$ cat src/verilog/encnmt_pkg.sv
// network-management and position-transmission constants for the encoder node
// assumes 11-bit identifiers and a frame carrier shared with the CAN controller
package encnmt_pkg;

  // ***********************************************
  // identifiers and widths
  // ***********************************************
  localparam int STN_W    = 7;
  localparam int PERIOD_W = 17;
  localparam int SKIP_W   = 8;
  localparam int POS_W    = 32;

  localparam logic [10:0] ID_NMT    = 11'h000;
  localparam logic [10:0] ID_SYNC   = 11'h080;
  localparam logic [10:0] ID_TPDO1  = 11'h180;
  localparam logic [10:0] ID_SDO_TX = 11'h580;
  localparam logic [10:0] ID_SDO_RX = 11'h600;
  localparam logic [10:0] ID_BOOT   = 11'h700;

  // ***********************************************
  // network-management commands
  // ***********************************************
  localparam logic [7:0] NMT_START    = 8'h01;
  localparam logic [7:0] NMT_STOP     = 8'h02;
  localparam logic [7:0] NMT_PREOP    = 8'h80;
  localparam logic [7:0] NMT_RST_NODE = 8'h81;
  localparam logic [7:0] NMT_RST_COMM = 8'h82;
  localparam logic [7:0] NMT_BCAST    = 8'h00;

  // ***********************************************
  // SDO fields
  // ***********************************************
  localparam logic [7:0]  SDO_DL_REQ    = 8'h22;
  localparam logic [7:0]  SDO_DL_ACK    = 8'h60;
  localparam logic [7:0]  SDO_ABORT     = 8'h80;
  localparam logic [15:0] IDX_STORE     = 16'h1010;
  localparam logic [7:0]  SUB_STORE     = 8'h01;
  // bytes 4..7 = 73h 61h 76h 65h, byte 4 in the low lane
  localparam logic [31:0] SIG_SAVE      = 32'h65766173;
  localparam logic [31:0] ABORT_NOSTORE = 32'h08000020;
  localparam logic [31:0] ABORT_NOOBJ   = 32'h06020000;

  localparam logic [3:0] DLC_SDO  = 4'h8;
  localparam logic [3:0] DLC_POS  = 4'h4;
  localparam logic [3:0] DLC_BOOT = 4'h1;
  localparam logic [3:0] DLC_NMT  = 4'h2;

  // ***********************************************
  // timing
  // ***********************************************
  localparam int CLK_PERIOD_NS = 20;
  localparam int TICK_NS       = 1000000;
  localparam int CYC_PER_MS    = TICK_NS / CLK_PERIOD_NS;

  // ***********************************************
  // types
  // ***********************************************
  typedef struct packed {
    logic [10:0]     id;
    logic            rtr;
    logic [3:0]      dlc;
    logic [7:0][7:0] data;
  } encnmt_frame_t;

  typedef enum logic [3:0] {
    ST_INIT  = 4'b0001,
    ST_PREOP = 4'b0010,
    ST_OPER  = 4'b0100,
    ST_STOP  = 4'b1000
  } encnmt_node_t;

endpackage

$ cat src/verilog/encnmt_node.sv
// encoder node: network-management states, boot-up, store command, position transmission
// assumes a CAN controller that hands over whole received frames and takes one frame per handshake
`timescale 1ns/10ps
`default_nettype none

module encnmt_node #(
  parameter int CYC_PER_MS = encnmt_pkg::CYC_PER_MS
) (
  input  wire logic                                 clock,
  input  wire logic                                 sys_rst,
  input  wire logic                                 ce,
  input  wire logic                                 rx_valid,
  input  wire encnmt_pkg::encnmt_frame_t            rx_frame,
  input  wire logic                                 tx_ready,
  output var  logic                                 tx_valid,
  output var  encnmt_pkg::encnmt_frame_t            tx_frame,
  input  wire logic [encnmt_pkg::POS_W-1:0]         position,
  input  wire logic [encnmt_pkg::STN_W-1:0]         nv_station,
  input  wire logic [encnmt_pkg::PERIOD_W-1:0]      nv_cycle_ms,
  input  wire logic [encnmt_pkg::SKIP_W-1:0]        nv_sync_skip,
  input  wire logic [encnmt_pkg::POS_W-1:0]         nv_preset,
  output var  logic                                 nv_store,
  output var  logic                                 app_reset,
  output var  encnmt_pkg::encnmt_node_t             node_state
);

  // ***********************************************
  // state
  // ***********************************************
  typedef struct packed {
    encnmt_pkg::encnmt_node_t             st;
    logic [encnmt_pkg::STN_W-1:0]         station;
    logic [encnmt_pkg::PERIOD_W-1:0]      period;
    logic [encnmt_pkg::PERIOD_W-1:0]      ms_cnt;
    logic [encnmt_pkg::SKIP_W-1:0]        skip;
    logic [encnmt_pkg::SKIP_W-1:0]        skip_cnt;
    logic [encnmt_pkg::POS_W-1:0]         preset;
    logic                                 boot_pend;
    logic                                 pdo_pend;
    logic [encnmt_pkg::POS_W-1:0]         pdo_pos;
    logic                                 sdo_pend;
    encnmt_pkg::encnmt_frame_t            sdo_frm;
    logic                                 tx_valid;
    encnmt_pkg::encnmt_frame_t            tx_frm;
    logic                                 nv_store;
    logic                                 app_reset;
  } encnmt_core_t;

  encnmt_core_t core_reg;
  encnmt_core_t core_next;
  logic         ms_tick;

  encnmt_tick #(
    .CYC_PER_MS (CYC_PER_MS)
  ) u_tick (
    .clock   (clock),
    .sys_rst (sys_rst),
    .ce      (ce),
    .tick    (ms_tick)
  );

  // ***********************************************
  // frame decode
  // ***********************************************
  logic [7:0]  stn_byte;
  logic [10:0] stn_id;
  logic        nmt_addr_ok;
  logic        nmt_hit;
  logic        sdo_hit;
  logic        rtr_hit;
  logic        sync_hit;
  logic [15:0] rx_index;
  logic [7:0]  rx_sub;
  logic [31:0] rx_word;
  logic [encnmt_pkg::POS_W-1:0] pos_scaled;

  assign stn_byte = {1'b0, core_reg.station};
  assign stn_id   = {4'h0, core_reg.station};
  assign rx_index = {rx_frame.data[2], rx_frame.data[1]};
  assign rx_sub   = rx_frame.data[3];
  assign rx_word  = {rx_frame.data[7], rx_frame.data[6], rx_frame.data[5], rx_frame.data[4]};
  // offset stands in for the configured scaling
  assign pos_scaled = position + core_reg.preset;

  // broadcast or own station; anything else passes by untouched
  assign nmt_addr_ok = rx_frame.data[1] == encnmt_pkg::NMT_BCAST
                       || rx_frame.data[1] == stn_byte;

  assign nmt_hit = rx_valid && !rx_frame.rtr && rx_frame.id == encnmt_pkg::ID_NMT
                   && rx_frame.dlc >= encnmt_pkg::DLC_NMT && nmt_addr_ok;

  assign sdo_hit = rx_valid && !rx_frame.rtr && rx_frame.dlc == encnmt_pkg::DLC_SDO
                   && rx_frame.id == encnmt_pkg::ID_SDO_RX + stn_id;

  assign rtr_hit = rx_valid && rx_frame.rtr && rx_frame.id == encnmt_pkg::ID_TPDO1 + stn_id;

  assign sync_hit = rx_valid && !rx_frame.rtr && rx_frame.id == encnmt_pkg::ID_SYNC;

  // ***********************************************
  // next state
  // ***********************************************
  always_comb
  begin
    core_next = core_reg;
    core_next.nv_store = 1'b0;
    core_next.app_reset = 1'b0;

    if (core_reg.tx_valid && tx_ready)
    begin
      core_next.tx_valid = 1'b0;
    end

    case (core_reg.st)
      encnmt_pkg::ST_INIT:
      begin
        // working copy only changes here, so fresh network settings wait for a reset
        core_next.station = nv_station;
        core_next.period = nv_cycle_ms;
        core_next.skip = nv_sync_skip;
        core_next.preset = nv_preset;
        // counters restart so a reset never inherits a half-run period
        core_next.ms_cnt = '0;
        core_next.skip_cnt = '0;
        core_next.pdo_pend = 1'b0;
        core_next.sdo_pend = 1'b0;
        core_next.boot_pend = 1'b1;
        core_next.st = encnmt_pkg::ST_PREOP;
      end

      encnmt_pkg::ST_PREOP,
      encnmt_pkg::ST_OPER,
      encnmt_pkg::ST_STOP:
      begin
        // ***** SDO service, silent when stopped *****
        // a newer request overwrites an unsent reply, the older one is lost
        if (sdo_hit && core_reg.st != encnmt_pkg::ST_STOP)
        begin
          core_next.sdo_pend = 1'b1;
          core_next.sdo_frm.id = encnmt_pkg::ID_SDO_TX + stn_id;
          core_next.sdo_frm.rtr = 1'b0;
          core_next.sdo_frm.dlc = encnmt_pkg::DLC_SDO;
          core_next.sdo_frm.data[1] = rx_frame.data[1];
          core_next.sdo_frm.data[2] = rx_frame.data[2];
          core_next.sdo_frm.data[3] = rx_frame.data[3];
          if (rx_frame.data[0] == encnmt_pkg::SDO_DL_REQ && rx_index == encnmt_pkg::IDX_STORE
              && rx_sub == encnmt_pkg::SUB_STORE)
          begin
            if (rx_word == encnmt_pkg::SIG_SAVE)
            begin
              core_next.nv_store = 1'b1;
              core_next.sdo_frm.data[0] = encnmt_pkg::SDO_DL_ACK;
              {core_next.sdo_frm.data[7], core_next.sdo_frm.data[6],
               core_next.sdo_frm.data[5], core_next.sdo_frm.data[4]} = 32'h00000000;
            end
            else
            begin
              core_next.sdo_frm.data[0] = encnmt_pkg::SDO_ABORT;
              {core_next.sdo_frm.data[7], core_next.sdo_frm.data[6],
               core_next.sdo_frm.data[5], core_next.sdo_frm.data[4]} = encnmt_pkg::ABORT_NOSTORE;
            end
          end
          else
          begin
            // only the store object is served by this block
            core_next.sdo_frm.data[0] = encnmt_pkg::SDO_ABORT;
            {core_next.sdo_frm.data[7], core_next.sdo_frm.data[6],
             core_next.sdo_frm.data[5], core_next.sdo_frm.data[4]} = encnmt_pkg::ABORT_NOOBJ;
          end
        end

        // ***** process data, operational only *****
        if (core_reg.st == encnmt_pkg::ST_OPER)
        begin
          // a newer trigger replaces a queued position, the host gets the latest
          if (rtr_hit)
          begin
            core_next.pdo_pend = 1'b1;
            core_next.pdo_pos = pos_scaled;
          end
          if (sync_hit)
          begin
            // first answer after start on sync skip+1, then every skip+1 syncs
            if (core_reg.skip_cnt >= core_reg.skip)
            begin
              core_next.skip_cnt = '0;
              core_next.pdo_pend = 1'b1;
              core_next.pdo_pos = pos_scaled;
            end
            else
            begin
              core_next.skip_cnt = core_reg.skip_cnt + encnmt_pkg::SKIP_W'(1);
            end
          end
          // tick phase runs free, so the first send lands period-1..period ms after start
          if (core_reg.period != '0 && ms_tick)
          begin
            if (core_reg.ms_cnt + encnmt_pkg::PERIOD_W'(1) >= core_reg.period)
            begin
              core_next.ms_cnt = '0;
              core_next.pdo_pend = 1'b1;
              core_next.pdo_pos = pos_scaled;
            end
            else
            begin
              core_next.ms_cnt = core_reg.ms_cnt + encnmt_pkg::PERIOD_W'(1);
            end
          end
        end

        // ***** management commands, obeyed in every running state *****
        if (nmt_hit)
        begin
          case (rx_frame.data[0])
            encnmt_pkg::NMT_START:
            begin
              core_next.st = encnmt_pkg::ST_OPER;
              core_next.ms_cnt = '0;
              core_next.skip_cnt = '0;
            end
            encnmt_pkg::NMT_STOP:
            begin
              core_next.st = encnmt_pkg::ST_STOP;
            end
            encnmt_pkg::NMT_PREOP:
            begin
              core_next.st = encnmt_pkg::ST_PREOP;
            end
            encnmt_pkg::NMT_RST_COMM:
            begin
              core_next.st = encnmt_pkg::ST_INIT;
            end
            encnmt_pkg::NMT_RST_NODE:
            begin
              core_next.app_reset = 1'b1;
              core_next.st = encnmt_pkg::ST_INIT;
            end
            // unknown command bytes leave the state alone
            default:
            begin
              core_next.st = core_reg.st;
            end
          endcase
        end

        // a position still queued when leaving operational is dropped
        if (core_next.st != encnmt_pkg::ST_OPER)
        begin
          core_next.pdo_pend = 1'b0;
        end
      end

      default:
      begin
        core_next.st = encnmt_pkg::ST_INIT;
      end
    endcase

    // ***** transmit slot: boot-up first, then SDO reply, then position *****
    if (!core_next.tx_valid)
    begin
      if (core_next.boot_pend)
      begin
        core_next.boot_pend = 1'b0;
        core_next.tx_valid = 1'b1;
        core_next.tx_frm = '0;
        core_next.tx_frm.id = encnmt_pkg::ID_BOOT + {4'h0, core_next.station};
        core_next.tx_frm.dlc = encnmt_pkg::DLC_BOOT;
      end
      else if (core_next.sdo_pend)
      begin
        core_next.sdo_pend = 1'b0;
        core_next.tx_valid = 1'b1;
        core_next.tx_frm = core_next.sdo_frm;
      end
      else if (core_next.pdo_pend)
      begin
        core_next.pdo_pend = 1'b0;
        core_next.tx_valid = 1'b1;
        core_next.tx_frm = '0;
        // identifier carries the station, so arbitration orders sync answers
        core_next.tx_frm.id = encnmt_pkg::ID_TPDO1 + {4'h0, core_next.station};
        core_next.tx_frm.dlc = encnmt_pkg::DLC_POS;
        core_next.tx_frm.data[0] = core_next.pdo_pos[7:0];
        core_next.tx_frm.data[1] = core_next.pdo_pos[15:8];
        core_next.tx_frm.data[2] = core_next.pdo_pos[23:16];
        core_next.tx_frm.data[3] = core_next.pdo_pos[31:24];
      end
    end
  end

  // ***********************************************
  // registers
  // ***********************************************
  always_ff @(posedge clock)
  begin
    if (sys_rst)
    begin
      core_reg <= '0;
      // nv pins are copied in the init cycle that follows, not here
      core_reg.st <= encnmt_pkg::ST_INIT;
    end
    else if (ce)
    begin
      core_reg <= core_next;
    end
  end

  // ***********************************************
  // outputs
  // ***********************************************
  assign tx_valid   = core_reg.tx_valid;
  assign tx_frame   = core_reg.tx_frm;
  assign nv_store   = core_reg.nv_store;
  assign app_reset  = core_reg.app_reset;
  assign node_state = core_reg.st;

endmodule

`default_nettype wire

$ cat src/verilog/encnmt_tick.sv
// millisecond tick generator for the cyclic position timer
// assumes a free-running system clock gated by the common clock enable
`timescale 1ns/10ps
`default_nettype none

module encnmt_tick #(
  parameter int CYC_PER_MS = encnmt_pkg::CYC_PER_MS
) (
  input  wire logic clock,
  input  wire logic sys_rst,
  input  wire logic ce,
  output var  logic tick
);

  localparam int CNT_W = $clog2(CYC_PER_MS + 1);

  typedef struct packed {
    logic [CNT_W-1:0] cnt;
    logic             tick;
  } encnmt_tick_st_t;

  encnmt_tick_st_t tick_reg;
  encnmt_tick_st_t tick_next;

  always_comb
  begin
    tick_next = tick_reg;
    tick_next.tick = 1'b0;
    if (tick_reg.cnt == CNT_W'(CYC_PER_MS - 1))
    begin
      tick_next.cnt = '0;
      tick_next.tick = 1'b1;
    end
    else
    begin
      tick_next.cnt = tick_reg.cnt + CNT_W'(1);
    end
  end

  always_ff @(posedge clock)
  begin
    if (sys_rst)
    begin
      tick_reg <= '0;
    end
    else if (ce)
    begin
      tick_reg <= tick_next;
    end
  end

  assign tick = tick_reg.tick;

endmodule

`default_nettype wire
$ cat config.mk
export PLATFORM = sky130hd
export DESIGN_NAME = encnmt_node
export DESIGN_NICKNAME = d
export VERILOG_FILES = /design/src/verilog/encnmt_pkg.sv /design/src/verilog/encnmt_node.sv /design/src/verilog/encnmt_tick.sv
export SDC_FILE = /design/constraint.sdc
export NUM_CORES = 1
export LEC_CHECK = 0
export ABC_AREA = 1
export BUFFER_PORTS_ARGS = -buffer_cell sky130_fd_sc_hd__buf_2
export CORE_AREA = 2 2 179 181
export DETAILED_ROUTE_END_ITERATION = 8
export DIE_AREA = 0 0 181 183
export GPL_TIMING_DRIVEN = 0
export PLACE_DENSITY = 0.85
export SYNTH_ARGS = -nofsm -noshare
export SYNTH_HDL_FRONTEND = slang
export SYNTH_SLANG_ARGS = --single-unit
$ cat constraint.sdc
create_clock -name clock -period 8.7 [get_ports clock]
set_input_delay 2.61 -clock clock [delete_from_list [all_inputs] [get_ports clock]]
set_output_delay 2.61 -clock clock [all_outputs]
set_load 0.05 [all_outputs]
======== Word-level counts from Yosys, hierarchy flattened ========
Index checks and enable logic that the tools add are counted.
storage, ports and cells
  register bits after elaboration ......... 308
  input port bits ......................... 181
  logic and storage cells ................. 150
cells by class
  add/subtract/negate cells ............... 9
  $lt $le $gt $ge ......................... 3
  equality and inequality tests ........... 21
  multiplexer cells ....................... 52
  bitwise operators ....................... 1
  reductions and logical operators ........ 26
operator list
  kind                                              count
  2-to-1 mux 81 bit                                 5
  2-to-1 mux 33 bit                                 6
  2-to-1 mux 17 bit                                 5
  2-to-1 mux 80 bit                                 1
  2-to-1 mux 32 bit                                 2
  2-to-1 mux 8 bit                                  7
  case mux 17 bit (2 select lines)                  1
  adder 32 bit                                      1
  == test 32 x 31 -> 1 bit (second input constant)  1
  2-to-1 mux 28 bit                                 1
  == test 8 bit (second input constant)             3
  2-to-1 mux 24 bit                                 1
  adder 9 x 7 -> 10 bit (first input constant)      2
  adder 17 x 1 -> 17 bit (second input constant)    1
  >= comparator 17 bit                              1
  nonzero test 17 bit                               1
  adder 16 x 1 -> 16 bit (second input constant)    1
  == test 16 x 13 -> 1 bit (second input constant)  1
  == test 16 bit (second input constant)            1
  == test 8 x 1 -> 1 bit (second input constant)    2
  2-to-1 mux 16 bit                                 1
  case mux 4 bit (4 select lines)                   1
  case mux 8 bit (2 select lines)                   1
  logical AND 1 bit                                 14
  other kinds (34)                                  51

======== Depth between registers and ports, before layout ========
  depth after elaboration ................. 15
  gate-level depth with buffers ........... 30
  depth with buffers taken out ............ 29

======== Hierarchy ========
Synthesis repeated with hierarchy kept, for this count alone.
second synthesis, totals
  cells, all modules ...................... 2810
  area total of the unflattened synthesis .. 17893.4 um^2
by module, submodules not included
  module       times used  cells each  area an instance (um^2)  seq. area each (um^2)
  encnmt_node  1           2662        16955.0                  5825.6
  encnmt_tick  1           148         938.4                    340.3

======== Least setup slack after synthesis ========
Ideal clock, no wire load.
  path kind ............................... input to register
  start point ............................. input port position[0] (netlist name)
  end point ............................... register core_reg, in the netlist tx_frame[18]
  setup time .............................. 0.070 ns
  arrival ................................. 4.377 ns
  required time ........................... 8.630 ns
  setup slack ............................. 4.252 ns
  stages on the path ...................... 16
  path buffers ............................ 0
  cell sequence ........................... ha_1 > fa_1 > nand3_1 > nand3_1 > nand2_1 > nand2_1 > nand2_1 > nand2_1 > nand3_1 > nand2_1 > xnor2_1 > o21ai_0 > nand3_1 > nand2_1 > nand2_1 > a21oi_1
between the ends
  cells in the longest elaborated chain, start to end .. 11
ends and longest elaborated chain
  item                   RTL line            source
  from (decl)            encnmt_node.sv:17   input wire logic [encnmt_pkg::POS_W-1:0] position,
  adder 32 bit (*)       encnmt_node.sv:83   assign pos_scaled = position + core_reg.preset;
  2-to-1 mux 33 bit      encnmt_node.sv:175  if (rtr_hit)
  2-to-1 mux 33 bit      encnmt_node.sv:183  if (core_reg.skip_cnt >= core_reg.skip)
  2-to-1 mux 33 bit      encnmt_node.sv:180  if (sync_hit)
  2-to-1 mux 33 bit      encnmt_node.sv:197  if (core_reg.ms_cnt + encnmt_pkg::PERIOD_W'(1) >= core_reg.period)
  2-to-1 mux 33 bit (*)  encnmt_node.sv:195  if (core_reg.period != '0 && ms_tick)
  2-to-1 mux 33 bit (*)  encnmt_node.sv:172  if (core_reg.st == encnmt_pkg::ST_OPER)
  2-to-1 mux 32 bit (*)  encnmt_node.sv:113  case (core_reg.st)
  2-to-1 mux 81 bit (*)  encnmt_node.sv:275  else if (core_next.pdo_pend)
  2-to-1 mux 81 bit (*)  encnmt_node.sv:269  else if (core_next.sdo_pend)
  2-to-1 mux 81 bit (*)  encnmt_node.sv:261  if (core_next.boot_pend)
  to (signal assigned)   encnmt_node.sv:304  core_reg <= core_next;
  to (decl)              encnmt_node.sv:49   encnmt_core_t core_reg;
Mark *: on every way between the ends. The rest lies on a longest branch, timed or not. The select of a mux whose other input is x is not followed.
A chain may end at the register's enable or synchronous reset.

======== Final worst setup path ========
  start point ............................. register core_reg[246] (netlist name)
  end point ............................... register core_reg, in the netlist tx_frame[15]
between the ends
  cells in the longest elaborated chain, start to end .. 9
  elaborated cells on any way between the ends .. 13
  classes of those cells .................. add/sub: 1; order compare: 1; mux: 9; reduce/logical: 2
ends and longest elaborated chain
  item                                                                  RTL line
  adder 17 x 1 -> 17 bit (*)                                            encnmt_node.sv:197
  >= comparator 17 bit (*)                                              encnmt_node.sv:197
  2-to-1 mux 33 bit (*)                                                 encnmt_node.sv:197
  2-to-1 mux 33 bit (*)                                                 encnmt_node.sv:195
  2-to-1 mux 33 bit (*)                                                 encnmt_node.sv:172
  2-to-1 mux 1 bit or 2-to-1 mux 32 bit (tied branches)                 encnmt_node.sv:246, encnmt_node.sv:113
  case mux 1 bit (2 select lines) or 2-to-1 mux 81 bit (tied branches)  encnmt_node.sv:113, encnmt_node.sv:275
  nonzero test 3 bit (no line) or 2-to-1 mux 81 bit (tied branches)     -
  AND reduction 3 bit (no line) or 2-to-1 mux 81 bit (tied branches)    -
Marks and branches as above.

==> qor_table.md <==
| Parameter | Value |
| --- | --- |
| Status | finished, final reports clean |
| Number of nets in the synthesized netlist | 2759 |
| Share of layout cells above drive strength 1 | 16.5% |
| Number of DRC violations after detailed routing | 0 |
| Adder-cell area share of the yosys netlist | 4.48% |
| Total via count in the routed design | 17900 |
| Crit path arrival time | 5.49 ns |
| Count of flip-flops with a built-in enable after synthesis | 0 |
| Portion of total power attributed to combinational logic | 17.7% |
| Fraction of the mapped netlist area in compound gates | 16.4% |
| Drt wl/cell | 16.7 microns |
| Post-Syn Area | 16900 sq um |
| Placed Cells | 3186 |
| Length of the first detailed-routing pass in iterations | 6 |
| TritonCTS Sinks | 308 |
| Relative contribution of sequential cells to total power | 40.4% |
| Switching share of power | 29.8% |
| Max Slew Vio Count | 0 |
| Post-CTS resize count | 0 |
| Routed vias/inst | 5.51 |
| Number of failing setup endpoints in the final timing report | 0 |
| Final sum of negative setup slack | 0 ns |
| Library cell occupying the most area in the post-synthesis netlist | dfxtp_1 |
| Placeable Area | 31200 sq um |
| Flip-flop count of the largest register after layout | 204 |
| Synthesis-stage register bit count | 308 |
| Actual slew at the worst max-slew pin | 1.32 ns |
| Worst-case vdd ir drop | 0.154 mV |
| Setup Fix Bufs, Post-CTS | 0 |
| Pwr/cell area | 186 nW/um^2 |
| Routability Congestion | 0.924 |
| Maximum capacitance violations | 0 |
| Skew final | 0.0151 ns |
| Sequential cell area in the final layout | 6170 sq um |
| DIE HEIGHT | 183 microns |
| Kind of critical path | register to register |
| Largest cells by area after synthesis | dfxtp_1, nand2_1, inv_1, o21ai_0, a21oi_1 |
| Fraction of the mapped netlist area in simple logic gates | 26.8% |
| Number of global-route vias before repair | 16900 |
| Most used flip-flop cell after synthesis | dfxtp_1 |
| Pin count of the biggest net entering global routing | 16 |
| Switching power | 1.11 mW |
| Root buffer selected by CTS | clkbuf_16 |
| Critical Path Sink Type | register |
| Sequential area share after synthesis | 36.5% |
| Crit path buffers/inverters | 1 |
| Internal power consumption | 2.61 mW |
| Yosys top cell area share | 36.5% |
| Initial antenna violation count | 3 |
| Die extent in x | 181 microns |
| Xor and xnor fraction of the mapped netlist area | 2.18% |
| CP startpoint kind | register |
| Commonest cells after routing, fill and taps aside | nand2_1, dfxtp_1, inv_1 |
| Worst slew margin relative to its limit | 11.9% |
| Row count | 65 |
| CTS buffer count | 34 |
| Max Fanout on Critical Path | 10 |
| Nets@finish | 3061 |
| Final min period | 5.03 ns |
| I/O pin count | 268 |
| Hold buffers post-CTS | 0 |
| # H-tree levels | 2 |
| Most used cell along the critical path | nand2_1 |
| Multi-input gate area | 8430 sq um |
| Filler Cell Count | 2854 |
| Global Route Usage Sum | 31.9% |
| Maximum count of clock buffers along a single path | 3 |
| First-pass GRT wire length | 85100 microns |
| FMAX | 0.199 GHz |
| Largest stage delay on the critical path | 0.46 ns |
| Starting utilization of the core area | 54.1% |
| CTS tree | done |
| Antenna viol nets, final | 0 |
| CTS clock-pin slew for the worst setup and hold paths | 0.06 ns |
| Largest delay share family, worst path | simple AND/OR/NAND/NOR gates |
| Cell with the biggest individual delay on the critical path | dfxtp_1 |
| Clock insertion delay at the later pin of the skew report | 0.54 ns |
| Static Leakage | 9.69 nW |
| Required @ worst endpoint | 9.16 ns |
| Async set-reset flop share out of synthesis | 0% |
| 1st-iter DRT viols | 1634 |
| Post-detail-place hpwl | 41600 microns |
| I/O Buffers | 266 |
| Final hold slack | 0.452 ns |
| Overflow left after global routing | 0 |
| Number of instances in the synthesized netlist | 2518 |
| Area added between synthesis and finish | 18.1% |
| Slack of the worst reg-to-reg path | 3.67 ns |
| Combinational family with the most area after synthesis | simple AND/OR/NAND/NOR gates |
| Total number of yosys warnings | 0 |
| Routed wire length | 54300 microns |
| Final core utilization | 63.9% |
| Final period utilization | 57.8% |
| Multiplexer area fraction after synthesis | 0% |
| Worst min path class | register to register |
| Non-filler cells in the finished layout | 3251 |
| Final-report hold violation count | 0 |
| Most frequent standard cell in the layout excluding fill and tap cells | nand2_1 |
| Unrepaired setup endpoints after global routing | false |
| Clock network fraction of design power | 41.9% |
| Mean area per synthesized cell | 6.72 sq um |
| Total die area | 33100 sq um |
| Distinct cell type count after synthesis | 51 |
final cells by class:
class,instances,share of cell area (%)
Sequential cell,308,30.9
Clock buffer,45,4.92
Tap cell,402,2.52
Timing Repair Buffer,266,6.67
Buffer,194,5.51
Multi-Input combinational cell,1695,42.2
Antenna cell,4,0.0501
Clock inverter,16,1.17
Inverter,321,6.06
final timing paths:
path                 startpoint       endpoint  depth (start not counted)
setup reg to reg  core_reg[246]   tx_frame[15]                         25
hold reg to reg   core_reg[112]  core_reg[112]                          2
hold / removal    core_reg[112]  core_reg[112]                          2
setup / recovery  core_reg[246]   tx_frame[15]                         25
cells in the mapped netlist, drive strengths merged (4+ instances only):
cell type,count
nor2,280
a211oi,10
nor4,13
nand3b,4
clkinv,4
nor3,38
ha,59
dfxtp,308
xor2,13
clkbuf,79
nand2,535
nand4,26
a22oi,26
xnor2,29
a21oi,208
inv,317
o211ai,4
or2,4
nand3,171
o21a,8
o21ai,246
buf,115
routing by layer:
layer  share of wire [%]  GRT usage, %
met1                  40          38.6
met2                  47          55.3
met3                 8.8          5.94
met4                 4.9          14.5
met5               0.013             0
power groups by stage:
stage               Sequential (mW)  Combinational (mW)  Clock (mW)
CTS                            1.50               0.650        1.56
floorplan                      1.52               0.435           0
global placement               1.53               0.630           0
finish                         1.50               0.658        1.56
global route                   1.51               0.729        1.62
detailed placement             1.53               0.643           0
worst register-to-register path, stage by stage (launching register included):
cell      delay (ns)
dfxtp_1         0.46
ha_1            0.24
nand3_1         0.15
nor3b_2         0.42
nand2_1         0.10
nor2_1          0.16
nand4_1         0.13
or2_1           0.25
nor2_1          0.12
xor2_1          0.10
ha_1            0.30
nand2_1         0.05
nor2_1          0.18
nand2_1         0.12
nor2_1          0.13
nor2_1          0.07
nand2_1         0.07
nand2_1         0.07
nand3_1         0.25
nand2_1         0.28
clkbuf_1        0.29
o21ai_0         0.43
nand3_1         0.22
nand2_1         0.15
nand2_1         0.07
a21oi_1         0.15
metrics by stage:
| stage | setup slack, ns | instance area, sq um | power, mW |
|---|---|---|---|
| after CTS | 3.59 | 20000 | 3.71 |
| after global routing | 3.29 | 20000 | 3.86 |
| after global placement | 3.28 | 18700 | 2.16 |
| after detailed placement | 3.05 | 18700 | 2.18 |
| after floorplan | 4.25 | 16900 | 1.96 |
| final | 3.67 | 20000 | 3.72 |
logic make-up after synthesis:
logic type,count (synthesis)
XOR/XNOR,42
buffers and inverters,515
AND/OR/NAND/NOR,1076
adder cells (fa/ha/maj),60
AO/OA/AOI/OAI,517
flip-flops,308
(Power assumes the default switching activity.)
